--- src/core/gsrgr_pkg.sv ---
// Shared constants and types for the gas sensor readout link
package gsrgr_pkg;
   // ======================================================
   // Clock and times
   // ======================================================
   localparam int CLK_HZ    = 20_000_000;
   localparam int FIRST_MS  = 800;
   localparam int HIGH_US   = 16500;
   localparam int PERIOD_MS = 500;
   localparam int SETUP_MS  = 14;
   localparam int BAUD      = 9600;
   localparam int CHAR_BITS = 10;

   localparam logic [24:0] FIRST_CYC  = 25'(CLK_HZ / 1000 * FIRST_MS);
   localparam logic [24:0] HIGH_CYC   = 25'(CLK_HZ / 1000000 * HIGH_US);
   localparam logic [24:0] PERIOD_CYC = 25'(CLK_HZ / 1000 * PERIOD_MS);
   localparam logic [24:0] SETUP_CYC  = 25'(CLK_HZ / 1000 * SETUP_MS);
   localparam logic [11:0] BAUD_CYC   = 12'(CLK_HZ / BAUD);
   localparam logic [3:0]  CHAR_TICKS = 4'(CHAR_BITS);

   // ======================================================
   // Sensor register indices on the link
   // ======================================================
   localparam logic [3:0] REG_FILT_OUT = 4'h0;
   localparam logic [3:0] REG_RAW_OUT  = 4'h1;
   localparam logic [3:0] REG_FILTER   = 4'h2;
   localparam logic [3:0] REG_REF_PPM  = 4'h3;
   localparam logic [3:0] REG_ZERO_CMD = 4'h4;
   localparam logic [3:0] REG_STATUS   = 4'h5;

   localparam logic [15:0] CMD_ZERO_N2  = 16'h0001;
   localparam logic [15:0] CMD_ZERO_GAS = 16'h0002;
   localparam logic [7:0]  FILTER_RST   = 8'h10;
   localparam logic [15:0] REF_RST      = 16'h0000;
   localparam logic [15:0] ZERO_RST     = 16'h0000;

   // ======================================================
   // Host Wishbone map
   // ======================================================
   localparam logic [7:0] WB_CMD    = 8'h00;
   localparam logic [7:0] WB_STATUS = 8'h04;
   localparam logic [7:0] WB_RDATA  = 8'h08;
   localparam int CMD_ADDR_LSB = 16;
   localparam int CMD_WE_BIT   = 20;

   typedef enum {DEV_WARM, DEV_DIV, DEV_HIGH, DEV_LOW} gsrgr_dev_st_t;
   typedef enum {H_IDLE, H_WAIT, H_BUSY} gsrgr_host_st_t;
endpackage

--- src/core/gsrgr_link_if.sv ---
// Link between the sensor end and the host end
`timescale 1ns/10ps
interface gsrgr_link_if;
   logic        ready;
   logic        i2c_sel_n;
   logic        req_valid;
   logic        req_we;
   logic [3:0]  req_addr;
   logic [15:0] req_wdata;
   logic        rsp_valid;
   logic [15:0] rsp_rdata;

   modport dev (
      output ready, rsp_valid, rsp_rdata,
      input  i2c_sel_n, req_valid, req_we, req_addr, req_wdata
   );
   modport hst (
      input  ready, rsp_valid, rsp_rdata,
      output i2c_sel_n, req_valid, req_we, req_addr, req_wdata
   );
endinterface

--- src/core/gsrgr_div.sv ---
// Sequential restoring divider for the filter update
`timescale 1ns/10ps
module gsrgr_div (
   input  wire logic        CLOCK,
   input  wire logic        NRST,
   input  wire logic        START,
   input  wire logic [24:0] DIVIDEND,
   input  wire logic [7:0]  DIVISOR,
   output logic             DONE,
   output logic [24:0]      QUOT
);
   logic [24:0] quot_q;
   logic [8:0]  rem_q;
   logic [4:0]  cnt_q;
   logic        busy_q;
   logic        done_q;
   logic [9:0]  trial;

   // One quotient bit per cycle; slow but tiny, and time is plentiful
   assign trial = {1'b0, rem_q[7:0], quot_q[24]} - {2'h0, DIVISOR};
   assign DONE  = done_q;
   assign QUOT  = quot_q;

   always_ff @(posedge CLOCK) begin
      if (!NRST) begin
         quot_q <= 25'h000_0000;
         rem_q  <= 9'h000;
         cnt_q  <= 5'h00;
         busy_q <= 1'b0;
         done_q <= 1'b0;
      end else begin
         done_q <= 1'b0;
         if (START) begin
            quot_q <= DIVIDEND;
            rem_q  <= 9'h000;
            cnt_q  <= 5'h19;
            busy_q <= 1'b1;
         end else if (busy_q) begin
            if (trial[9]) begin
               rem_q <= {rem_q[7:0], quot_q[24]};
            end else begin
               rem_q <= trial[8:0];
            end
            quot_q <= {quot_q[23:0], ~trial[9]};
            cnt_q  <= cnt_q - 5'h01;
            if (cnt_q == 5'h01) begin
               busy_q <= 1'b0;
               done_q <= 1'b1;
            end
         end
      end
   end
endmodule

--- src/core/gsrgr_dev.sv ---
// Sensor end: measurement sequencing, ready gating and readout
//
// The register addresses and the Wishbone interface to the registers are this design's own decisions.
`timescale 1ns/10ps
module gsrgr_dev #(
   parameter logic [24:0] P_FIRST  = gsrgr_pkg::FIRST_CYC,
   parameter logic [24:0] P_HIGH   = gsrgr_pkg::HIGH_CYC,
   parameter logic [24:0] P_PERIOD = gsrgr_pkg::PERIOD_CYC
) (
   input  wire logic        CLOCK,
   input  wire logic        NRST,
   gsrgr_link_if.dev        LINK,
   input  wire logic [15:0] RAW_SAMPLE,
   output logic             SAMPLE_STB,
   output logic             MODE_I2C,
   output logic             RESULT_VALID
);
   import gsrgr_pkg::*;

   gsrgr_dev_st_t st_q;
   logic [24:0]   tmr_q;
   logic [24:0]   hi_q;
   logic [7:0]    warm_q;
   logic          ready_q;
   logic          served_q;
   logic          sample_q;
   logic          div_start_q;
   logic          mode_done_q;
   logic          mode_i2c_q;
   logic [7:0]    filter_q;
   logic [15:0]   ref_q;
   logic [15:0]   zero_q;
   logic [15:0]   corr_q;
   logic [15:0]   acc_q;
   logic [15:0]   filt_out_q;
   logic [15:0]   raw_out_q;
   logic          rsp_valid_q;
   logic [15:0]   rsp_data_q;
   logic          uart_busy_q;
   logic [11:0]   baud_q;
   logic [3:0]    ticks_q;
   logic          meas;
   logic          accept;
   logic          baud_tick;
   logic [23:0]   prod;
   logic [24:0]   dividend;
   logic          div_done;
   logic [24:0]   div_quot;

   // Clamp at zero so a zero above the reading cannot wrap
   function automatic logic [15:0] sat_sub(input logic [15:0] a,
                                           input logic [15:0] b);
      sat_sub = (a > b) ? (a - b) : 16'h0000;
   endfunction

   function automatic logic [15:0] read_mux(input logic [3:0] adr);
      read_mux = 16'h0000;
      case (adr)
         REG_FILT_OUT: read_mux = filt_out_q;
         REG_RAW_OUT:  read_mux = raw_out_q;
         REG_FILTER:   read_mux = {8'h00, filter_q};
         REG_REF_PPM:  read_mux = ref_q;
         REG_STATUS:   read_mux = {14'h0000, served_q, mode_i2c_q};
         default:      read_mux = 16'h0000;
      endcase
   endfunction

   assign LINK.ready     = ready_q;
   assign LINK.rsp_valid = rsp_valid_q;
   assign LINK.rsp_rdata = rsp_data_q;
   assign SAMPLE_STB     = sample_q;
   assign MODE_I2C       = mode_i2c_q;
   assign RESULT_VALID   = served_q;

   // ======================================================
   // Interface strap
   // ======================================================
   // Caught at the first edge after release, never again
   always_ff @(posedge CLOCK) begin
      if (!NRST) begin
         mode_done_q <= 1'b0;
         mode_i2c_q  <= 1'b0;
      end else if (!mode_done_q) begin
         mode_done_q <= 1'b1;
         mode_i2c_q  <= ~LINK.i2c_sel_n;
      end
   end

   // ======================================================
   // Measurement sequencer
   // ======================================================
   // First start after warm-up, then one per period
   assign meas = (st_q == DEV_WARM) ? (tmr_q == P_FIRST - 25'h000_0001)
                                    : (tmr_q == P_PERIOD - 25'h000_0001);

   always_ff @(posedge CLOCK) begin
      if (!NRST) begin
         st_q        <= DEV_WARM;
         tmr_q       <= 25'h000_0000;
         hi_q        <= 25'h000_0000;
         warm_q      <= FILTER_RST - 8'h01;
         ready_q     <= 1'b0;
         served_q    <= 1'b0;
         sample_q    <= 1'b0;
         div_start_q <= 1'b0;
      end else begin
         sample_q    <= 1'b0;
         div_start_q <= sample_q;
         tmr_q       <= meas ? 25'h000_0000 : tmr_q + 25'h000_0001;
         if (meas) begin
            st_q     <= DEV_DIV;
            sample_q <= 1'b1;
            ready_q  <= 1'b0;
         end else begin
            case (st_q)
               DEV_WARM: begin
                  ready_q <= 1'b0;
               end
               DEV_DIV: begin
                  if (div_done) begin
                     // Early results only settle the filter
                     if (warm_q == 8'h00) begin
                        ready_q <= 1'b1;
                        hi_q    <= 25'h000_0000;
                        st_q    <= DEV_HIGH;
                     end else begin
                        warm_q <= warm_q - 8'h01;
                        st_q   <= DEV_LOW;
                     end
                  end
               end
               DEV_HIGH: begin
                  if (hi_q == P_HIGH - 25'h000_0001) begin
                     ready_q  <= 1'b0;
                     served_q <= 1'b1;
                     st_q     <= DEV_LOW;
                  end else begin
                     hi_q <= hi_q + 25'h000_0001;
                  end
               end
               DEV_LOW: begin
                  ready_q <= 1'b0;
               end
               default: begin
                  st_q    <= DEV_WARM;
                  ready_q <= 1'b0;
               end
            endcase
         end
      end
   end

   // ======================================================
   // Zero correction and filter
   // ======================================================
   // acc = (acc * (N - 1) + sample) / N; N = 1 is a pass-through
   assign prod     = acc_q * (filter_q - 8'h01);
   assign dividend = {1'b0, prod} + {9'h000, corr_q};

   gsrgr_div u_div (
      .CLOCK    (CLOCK),
      .NRST     (NRST),
      .START    (div_start_q),
      .DIVIDEND (dividend),
      .DIVISOR  (filter_q),
      .DONE     (div_done),
      .QUOT     (div_quot)
   );

   always_ff @(posedge CLOCK) begin
      if (!NRST) begin
         corr_q     <= 16'h0000;
         acc_q      <= 16'h0000;
         filt_out_q <= 16'h0000;
         raw_out_q  <= 16'h0000;
      end else begin
         if (meas) begin
            corr_q <= sat_sub(RAW_SAMPLE, zero_q);
         end
         if (div_done) begin
            acc_q <= div_quot[15:0];
         end
         // Published copies change only when a pulse starts
         if (div_done && st_q == DEV_DIV && warm_q == 8'h00) begin
            filt_out_q <= div_quot[15:0];
            raw_out_q  <= corr_q;
         end
      end
   end

   // ======================================================
   // Link requests and configuration
   // ======================================================
   assign accept = LINK.req_valid & ~ready_q & served_q
                   & ~uart_busy_q & mode_done_q;

   always_ff @(posedge CLOCK) begin
      if (!NRST) begin
         filter_q <= FILTER_RST;
         ref_q    <= REF_RST;
         zero_q   <= ZERO_RST;
      end else if (accept && LINK.req_we) begin
         case (LINK.req_addr)
            REG_FILTER: begin
               if (LINK.req_wdata != 16'h0000 &&
                   LINK.req_wdata[15:8] == 8'h00) begin
                  filter_q <= LINK.req_wdata[7:0];
               end
            end
            REG_REF_PPM: begin
               ref_q <= LINK.req_wdata;
            end
            REG_ZERO_CMD: begin
               // Single slot, overwritten by any method
               if (LINK.req_wdata == CMD_ZERO_N2) begin
                  zero_q <= RAW_SAMPLE;
               end else if (LINK.req_wdata == CMD_ZERO_GAS) begin
                  zero_q <= sat_sub(RAW_SAMPLE, ref_q);
               end
            end
            default: begin
               zero_q <= zero_q;
            end
         endcase
      end
   end

   // ======================================================
   // Answer timing: I2C next cycle, UART after one character
   // ======================================================
   assign baud_tick = (baud_q == BAUD_CYC - 12'h001);

   always_ff @(posedge CLOCK) begin
      if (!NRST) begin
         baud_q <= 12'h000;
      end else begin
         baud_q <= baud_tick ? 12'h000 : baud_q + 12'h001;
      end
   end

   always_ff @(posedge CLOCK) begin
      if (!NRST) begin
         rsp_valid_q <= 1'b0;
         rsp_data_q  <= 16'h0000;
         uart_busy_q <= 1'b0;
         ticks_q     <= 4'h0;
      end else begin
         rsp_valid_q <= 1'b0;
         if (accept) begin
            rsp_data_q <= LINK.req_we ? 16'h0000
                                      : read_mux(LINK.req_addr);
            if (mode_i2c_q) begin
               rsp_valid_q <= 1'b1;
            end else begin
               uart_busy_q <= 1'b1;
               ticks_q     <= 4'h0;
            end
         end else if (uart_busy_q && baud_tick) begin
            if (ticks_q == CHAR_TICKS - 4'h1) begin
               uart_busy_q <= 1'b0;
               rsp_valid_q <= 1'b1;
            end else begin
               ticks_q <= ticks_q + 4'h1;
            end
         end
      end
   end
endmodule

--- src/flat_wrapper.sv ---
// flat-port wrapper written by rule: the top's interface ports become plain ports
module gsrgr_dev_flat import gsrgr_pkg::*;
#(
   parameter logic [24:0] P_FIRST  = gsrgr_pkg::FIRST_CYC,
   parameter logic [24:0] P_HIGH   = gsrgr_pkg::HIGH_CYC,
   parameter logic [24:0] P_PERIOD = gsrgr_pkg::PERIOD_CYC
)
  (CLOCK, NRST, RAW_SAMPLE, SAMPLE_STB, MODE_I2C, RESULT_VALID, LINK_ready, LINK_rsp_valid, LINK_rsp_rdata, LINK_i2c_sel_n, LINK_req_valid, LINK_req_we, LINK_req_addr, LINK_req_wdata);
  gsrgr_link_if LINK_i ();
  input  wire logic CLOCK;
  input  wire logic NRST;
  input  wire logic [15:0] RAW_SAMPLE;
  output logic SAMPLE_STB;
  output logic MODE_I2C;
  output logic RESULT_VALID;
  output wire logic [$bits(LINK_i.ready)-1:0] LINK_ready;
  output wire logic [$bits(LINK_i.rsp_valid)-1:0] LINK_rsp_valid;
  output wire logic [$bits(LINK_i.rsp_rdata)-1:0] LINK_rsp_rdata;
  input wire logic [$bits(LINK_i.i2c_sel_n)-1:0] LINK_i2c_sel_n;
  input wire logic [$bits(LINK_i.req_valid)-1:0] LINK_req_valid;
  input wire logic [$bits(LINK_i.req_we)-1:0] LINK_req_we;
  input wire logic [$bits(LINK_i.req_addr)-1:0] LINK_req_addr;
  input wire logic [$bits(LINK_i.req_wdata)-1:0] LINK_req_wdata;
  assign LINK_ready = LINK_i.ready;
  assign LINK_rsp_valid = LINK_i.rsp_valid;
  assign LINK_rsp_rdata = LINK_i.rsp_rdata;
  assign LINK_i.i2c_sel_n = LINK_i2c_sel_n;
  assign LINK_i.req_valid = LINK_req_valid;
  assign LINK_i.req_we = LINK_req_we;
  assign LINK_i.req_addr = LINK_req_addr;
  assign LINK_i.req_wdata = LINK_req_wdata;
  gsrgr_dev #(.P_FIRST(P_FIRST), .P_HIGH(P_HIGH), .P_PERIOD(P_PERIOD)) u_core (.CLOCK(CLOCK), .NRST(NRST), .LINK(LINK_i), .RAW_SAMPLE(RAW_SAMPLE), .SAMPLE_STB(SAMPLE_STB), .MODE_I2C(MODE_I2C), .RESULT_VALID(RESULT_VALID));
endmodule
--- config.mk ---
export PLATFORM = sky130hd
export DESIGN_NAME = gsrgr_dev_flat
export DESIGN_NICKNAME = d
export VERILOG_FILES = /design/src/core/gsrgr_pkg.sv /design/src/core/gsrgr_link_if.sv /design/src/core/gsrgr_div.sv /design/src/core/gsrgr_dev.sv /design/src/flat_wrapper.sv
export SDC_FILE = /design/constraint.sdc
export NUM_CORES = 1
export LEC_CHECK = 0
export ABC_CLOCK_PERIOD_IN_PS = 23500
export BUFFER_PORTS_ARGS = -buffer_cell sky130_fd_sc_hd__clkbuf_2
export CORE_MARGIN = 10
export CORE_UTILIZATION = 65
export DETAILED_ROUTE_END_ITERATION = 6
export GPL_TIMING_DRIVEN = 1
export MAX_ROUTING_LAYER = met4
export PLACE_DENSITY = 0.94
export SETUP_SLACK_MARGIN = 0.5
export SLEW_MARGIN = 20
export SYNTH_ARGS = -nofsm -noshare
export SYNTH_HDL_FRONTEND = slang
export SYNTH_SLANG_ARGS = --single-unit
--- constraint.sdc ---
create_clock -name CLOCK -period 23.5 [get_ports CLOCK]
set_clock_uncertainty 0.1 [all_clocks]
set_input_delay 1.175 -clock CLOCK [delete_from_list [all_inputs] [get_ports CLOCK]]
set_output_delay 1.175 -clock CLOCK [all_outputs]
set_load 0.05 [all_outputs]
---- Yosys cells after proc, flatten, opt, wreduce, memory -nomap -nowiden ----
Cells that the tools add are included.
cells by class
  add/sub/neg operators ................... 11
  multipliers ............................. 1
  magnitude comparators ................... 2
  equal/unequal tests ..................... 26
  muxes and demuxes ....................... 43
  bitwise logic cells ..................... 13
  reductions and logical operators ........ 32
operator list
  cell                   count
  $mux 25                5
  $eq 32x2->1 const B    3
  $pmux 32 s3            1
  $mux 16                5
  $pmux 16 s5            1
  $logic_not 32->1       2
  $mux 32                2
  $add 25x1->25 const B  2
  $eq 25x24->1 const B   2
  $pmux 25 s2            1
  $eq 32x1->1 const B    1
  $gt 16x16->1           2
  $sub 16x16->16         2
  $add 24x16->25         1
  $eq 25x19->1 const B   1
  $mul 16x24->24         1
  $reduce_and 3->1       8
  $mux 1                 20
  $eq 16x1->1 const B    1
  $eq 16x2->1 const B    1
  $logic_not 8->1        2
  $mux 4                 4
  $reduce_bool 16->1     1
  $add 12x1->12 const B  1
  other kinds (28)       58
word-level totals
  register bits ........................... 274
  bits of input ports ..................... 41
  output and inout port bits .............. 21
  word-level logic and storage cells ...... 157

---- Logic depth before layout (Yosys ltp) ----
  word-level depth ........................ 7
  gate-level depth with buffers ........... 34
  mapped depth without buffers ............ 33

---- Hierarchy ----
Synthesis repeated with hierarchy kept, for this count alone.
second synthesis, totals
  cell total of the unflattened synthesis .. 2,079
  area, all modules ....................... 17,813.3 um^2
by module, submodules not included
  module     times used  cells each  area each (um^2)  sequential area each (um^2)
  gsrgr_dev  1           1,811       15,549.9          4,083.9
  gsrgr_div  1           268         2,263.4           800.8

---- Least setup slack after synthesis ----
OpenSTA, ideal clock, no wires.
  kind .................................... flip-flop to flip-flop
  start point ............................. reg u_core.filter_q[0]
  end point ............................... reg u_core.u_div.quot_q[23] (netlist: u_core.u_div.QUOT[23])
  setup time .............................. 0.133 ns
  arrival time ............................ 7.877 ns
  required time ........................... 23.267 ns
  setup slack ............................. 15.391 ns
  stages on the path, launching flop included .. 35
  buffers on the path ..................... 1
  clock period less this slack ............ 8.109 ns
  cells stage by stage .................... dfxtp_1 inv_1 ha_1 nand4_1 nor3_1 clkbuf_1 nand2_1 inv_1 fa_1 inv_1 fa_1 inv_1 fa_1 inv_1 fa_1 inv_1 fa_1 inv_1 fa_1 inv_1 ha_1 a21oi_1 nand2b_1 o21ai_1 o21bai_1 a211oi_1 nor2_1 ha_1 nand3_1 or2_2 o311ai_0 o211a_1 and4bb_2 xnor2_1 a21oi_1
on the way
  word-level cells in the longest chain between the ends .. 4
ends and longest elaborated chain
  element                 line              source
  start, declared         gsrgr_dev.sv:30   logic [7:0] filter_q;
  start signal, assigned  gsrgr_dev.sv:207  filter_q <= LINK.req_wdata[7:0];
  $sub 8x1->9             gsrgr_dev.sv:157  assign prod = acc_q * (filter_q - 8'h01);
  $mul 16x24->24          gsrgr_dev.sv:157
  $add 24x16->25          gsrgr_dev.sv:158  assign dividend = {1'b0, prod} + {9'h000, corr_q};
  $mux 25                 gsrgr_div.sv:33   if (START) begin
  end signal, assigned    gsrgr_div.sv:44   quot_q <= {quot_q[23:0], ~trial[9]};
  end, declared           gsrgr_div.sv:12   logic [24:0] quot_q;
No other way between the ends.
A chain may end at the register's enable or synchronous reset.

---- Worst setup path in the final report ----
  start point ............................. reg u_core.filter_q[1]
  end point ............................... reg u_core.u_div.quot_q[23] (netlist: u_core.u_div.QUOT[23])
Same word-level chain as after synthesis.

==> results_dict.tcl <==
set metrics [dict create \
    status "completed" \
    final_common_cell "inv_1" \
    slew_violations 0 \
    routed_wl_um 52110 \
    hold_viol 0 \
    cpMaxStageDelayCell "fa_1" \
    cts_made_buffers 25 \
    intPower_uw 694.3 \
    worstHoldPathType "reg2reg" \
    netlist_area_um2 19260 \
    track_usage 0.2878 \
    combPwrFrac 0.073 \
    ys_types 74 \
    fp.dieH_um 192.2 \
    r2r_cells 32 \
    drc 0 \
    htreeDepth 1 \
    arrival_ps 9380 \
    clk_pin_slew_ps 70 \
    fin_tns_setup_ps 0 \
    most-common-layout-cells "279 x inv_1, 247 x nand2_1, 243 x dfxtp_1" \
    worst_slew_pin_slew_ps 1087 \
    ant_nets 0 \
    cts_sinks 244 \
    crit_buf_inv 9 \
    min_path_cells 1 \
    relSlewSlack 0.2731 \
    grt_max_degree 94 \
    area_growth_pct 7.787 \
    end_kind "flip-flop" \
    hp-start "u_core.SAMPLE_STB" \
    drt_pre_antenna_iters 6 \
    cp_max_fo 16 \
    gp_congestion 0.9560 \
    path_class "reg2reg" \
    synth-edff-count 0 \
    ctsResizeCount 0 \
    die_area_um2 36920 \
    cts-root-buf "clkbuf_16" \
    placementRows 62 \
    place_hpwl_um 37460 \
    antenna_found_initial 0 \
    required_ps 23800 \
    final_nets 2601 \
    initial_core_util 0.6658 \
    vias 16700 \
    startpoint_type "flip-flop" \
    ys_seq_area_frac 0.2536 \
    min_to "u_core.div_start_q" \
    gr-total-overflow 0 \
    r2r_start "u_core.filter_q[1]" \
    synth_top_cell_area_share 0.2536 \
    p_leak_nw 8.925 \
    synth_top_area_cell "dfxtp_1" \
    post_cts_buffers 0 \
    p_seq_frac 0.456 \
    path_delay_family "adder cells" \
    cts_tree "yes" \
    ys_top_cells_by_area "dfxtp_1 25%, fa_1 16%, ha_1 8.2%" \
    clockBufferDepth 3 \
    ys_ff_latch 244 \
    powerDensity_nw_per_um2 44.35 \
    die_w_um 192.2 \
    num_io_pins 62 \
    max_clock_freq_ghz 0.1102 \
    r2r_slack_ps 14420 \
    port_buffers 61 \
    synth_top_flop_cell "dfxtp_1" \
    grt_pass1_wl_um 85430 \
    netSwitchingFraction 0.2461 \
    async_flop_share 0 \
    rsz0062_at_grt "no" \
    vias_per_cell 6.231 \
    drive_gt1_frac 0.07099 \
    p_sw_uw 226.7 \
    avgSynthCellArea_um2 8.520 \
    setup_viol 0 \
    cts_hold_buf 0 \
    yosys_warnings 0 \
    max-cap-violations 0 \
    fin_crit_sh 0.3862 \
    diodes 0 \
    wl_per_cell_um 19.44 \
    core_um2 28940 \
    total_power_uw 921.0 \
    syn-num-nets 2585 \
    drtIter0Drc 1710 \
    max_stage_delay_ps 620 \
    insertion_delay_ps 550 \
    cp_common_cell "inv_1" \
    p_clk_frac 0.471 \
    r2r_end "u_core.u_div.QUOT[23]" \
    grt_pass1_vias 17140 \
    vdd_drop_max_mv 0.05980 \
    syn_inst 2261 \
    post-route-min-period_ps 9076 \
]
-- power by group through the flow --
stage          combinational (mW)  clock [mW]  sequential (mW)
2_1_floorplan              0.0451           0            0.428
4_1_cts                    0.0648       0.432            0.420
6_report                   0.0670       0.434            0.420
3_3_place_gp               0.0613           0            0.428
3_5_place_dp               0.0637           0            0.429
5_1_grt                    0.0728       0.448            0.420
-- registers in the layout, summed over array words and instances, names as in the netlist, 2 cells and up --
register	cells
u_core.tmr_q	25
u_core.filt_out_q	16
u_core.u_div.cnt_q	5
u_core.raw_out_q	16
u_core.ref_q	16
u_core.ticks_q	4
u_core.u_div.QUOT	25
u_core.LINK.rsp_rdata	16
u_core.baud_q	12
u_core.filter_q	8
u_core.u_div.rem_q	8
u_core.st_q	2
u_core.warm_q	8
u_core.zero_q	16
u_core.acc_q	16
u_core.corr_q	16
u_core.hi_q	25
-- how the worst max path moves through the flow --
| stage | from | end | cells past startpoint |
|---|---|---|---|
| finish | u_core.filter_q[1] | u_core.u_div.QUOT[23] | 32 |
| global route | u_core.filter_q[1] | u_core.u_div.QUOT[23] | 33 |
| CTS | u_core.filter_q[1] | u_core.u_div.QUOT[23] | 32 |
| detailed placement | u_core.filter_q[1] | u_core.u_div.QUOT[23] | 32 |
| global placement | u_core.filter_q[1] | u_core.u_div.QUOT[23] | 32 |
| floorplan | u_core.filter_q[0] | u_core.u_div.QUOT[23] | 34 |
-- cells in the mapped netlist, drive strengths merged, types with 39 or more instances --
cell and count:
ha 127, dfxtp 244, xor2 59, nand3 39
fa 156, a21oi 119, mux2i 39, nand2 247
xnor2 86, nor2b 48, inv 280, a211oi 44
clkbuf 81, o21ai 73, and2 75, nor2 197
-- kinds of logic after synthesis --
| family | count (synthesis) | synth area share |
|---|---|---|
| compound gates | 396 | 0.1338 |
| flops | 244 | 0.2536 |
| buf+inv | 370 | 0.07235 |
| fa+ha+maj | 289 | 0.2477 |
| xor+xnor | 145 | 0.06592 |
| simple gates | 756 | 0.1895 |
| mux | 61 | 0.03721 |
-- layout make-up --
class | count | area (um^2)
sequential | 244 | 4886
fill | 1964 | 8170
timing repair buffer | 79 | 440.4
inverter | 280 | 1052
clock buffer | 32 | 681.9
tap | 384 | 480.5
multi-input combinational | 1647 | 13010
clock inverter | 14 | 212.7
-- per-stage QoR --
step,utilization,setup WS (ps),instances,instance area (um^2),hold WS [ps]
finish,0.7176,14420,2680,20760,358.6
global route,0.7176,13870,2680,20760,377.8
CTS,0.7176,14500,2680,20760,358.6
detailed placement,0.6867,14580,2634,19870,347.9
global placement,0.6867,15070,2634,19870,339.3
floorplan,-,15390,2261,19260,329.9
-- per-layer routing --
metal,wire length [um],part of all wire,GRT usage
met1,20080,0.39,0.3412
met2,25310,0.49,0.4782
met3,4148,0.080,0.04026
met4,2571,0.049,0.1306
met5,0,0,-
No activity file was read; power rests on OpenSTA's default activity.
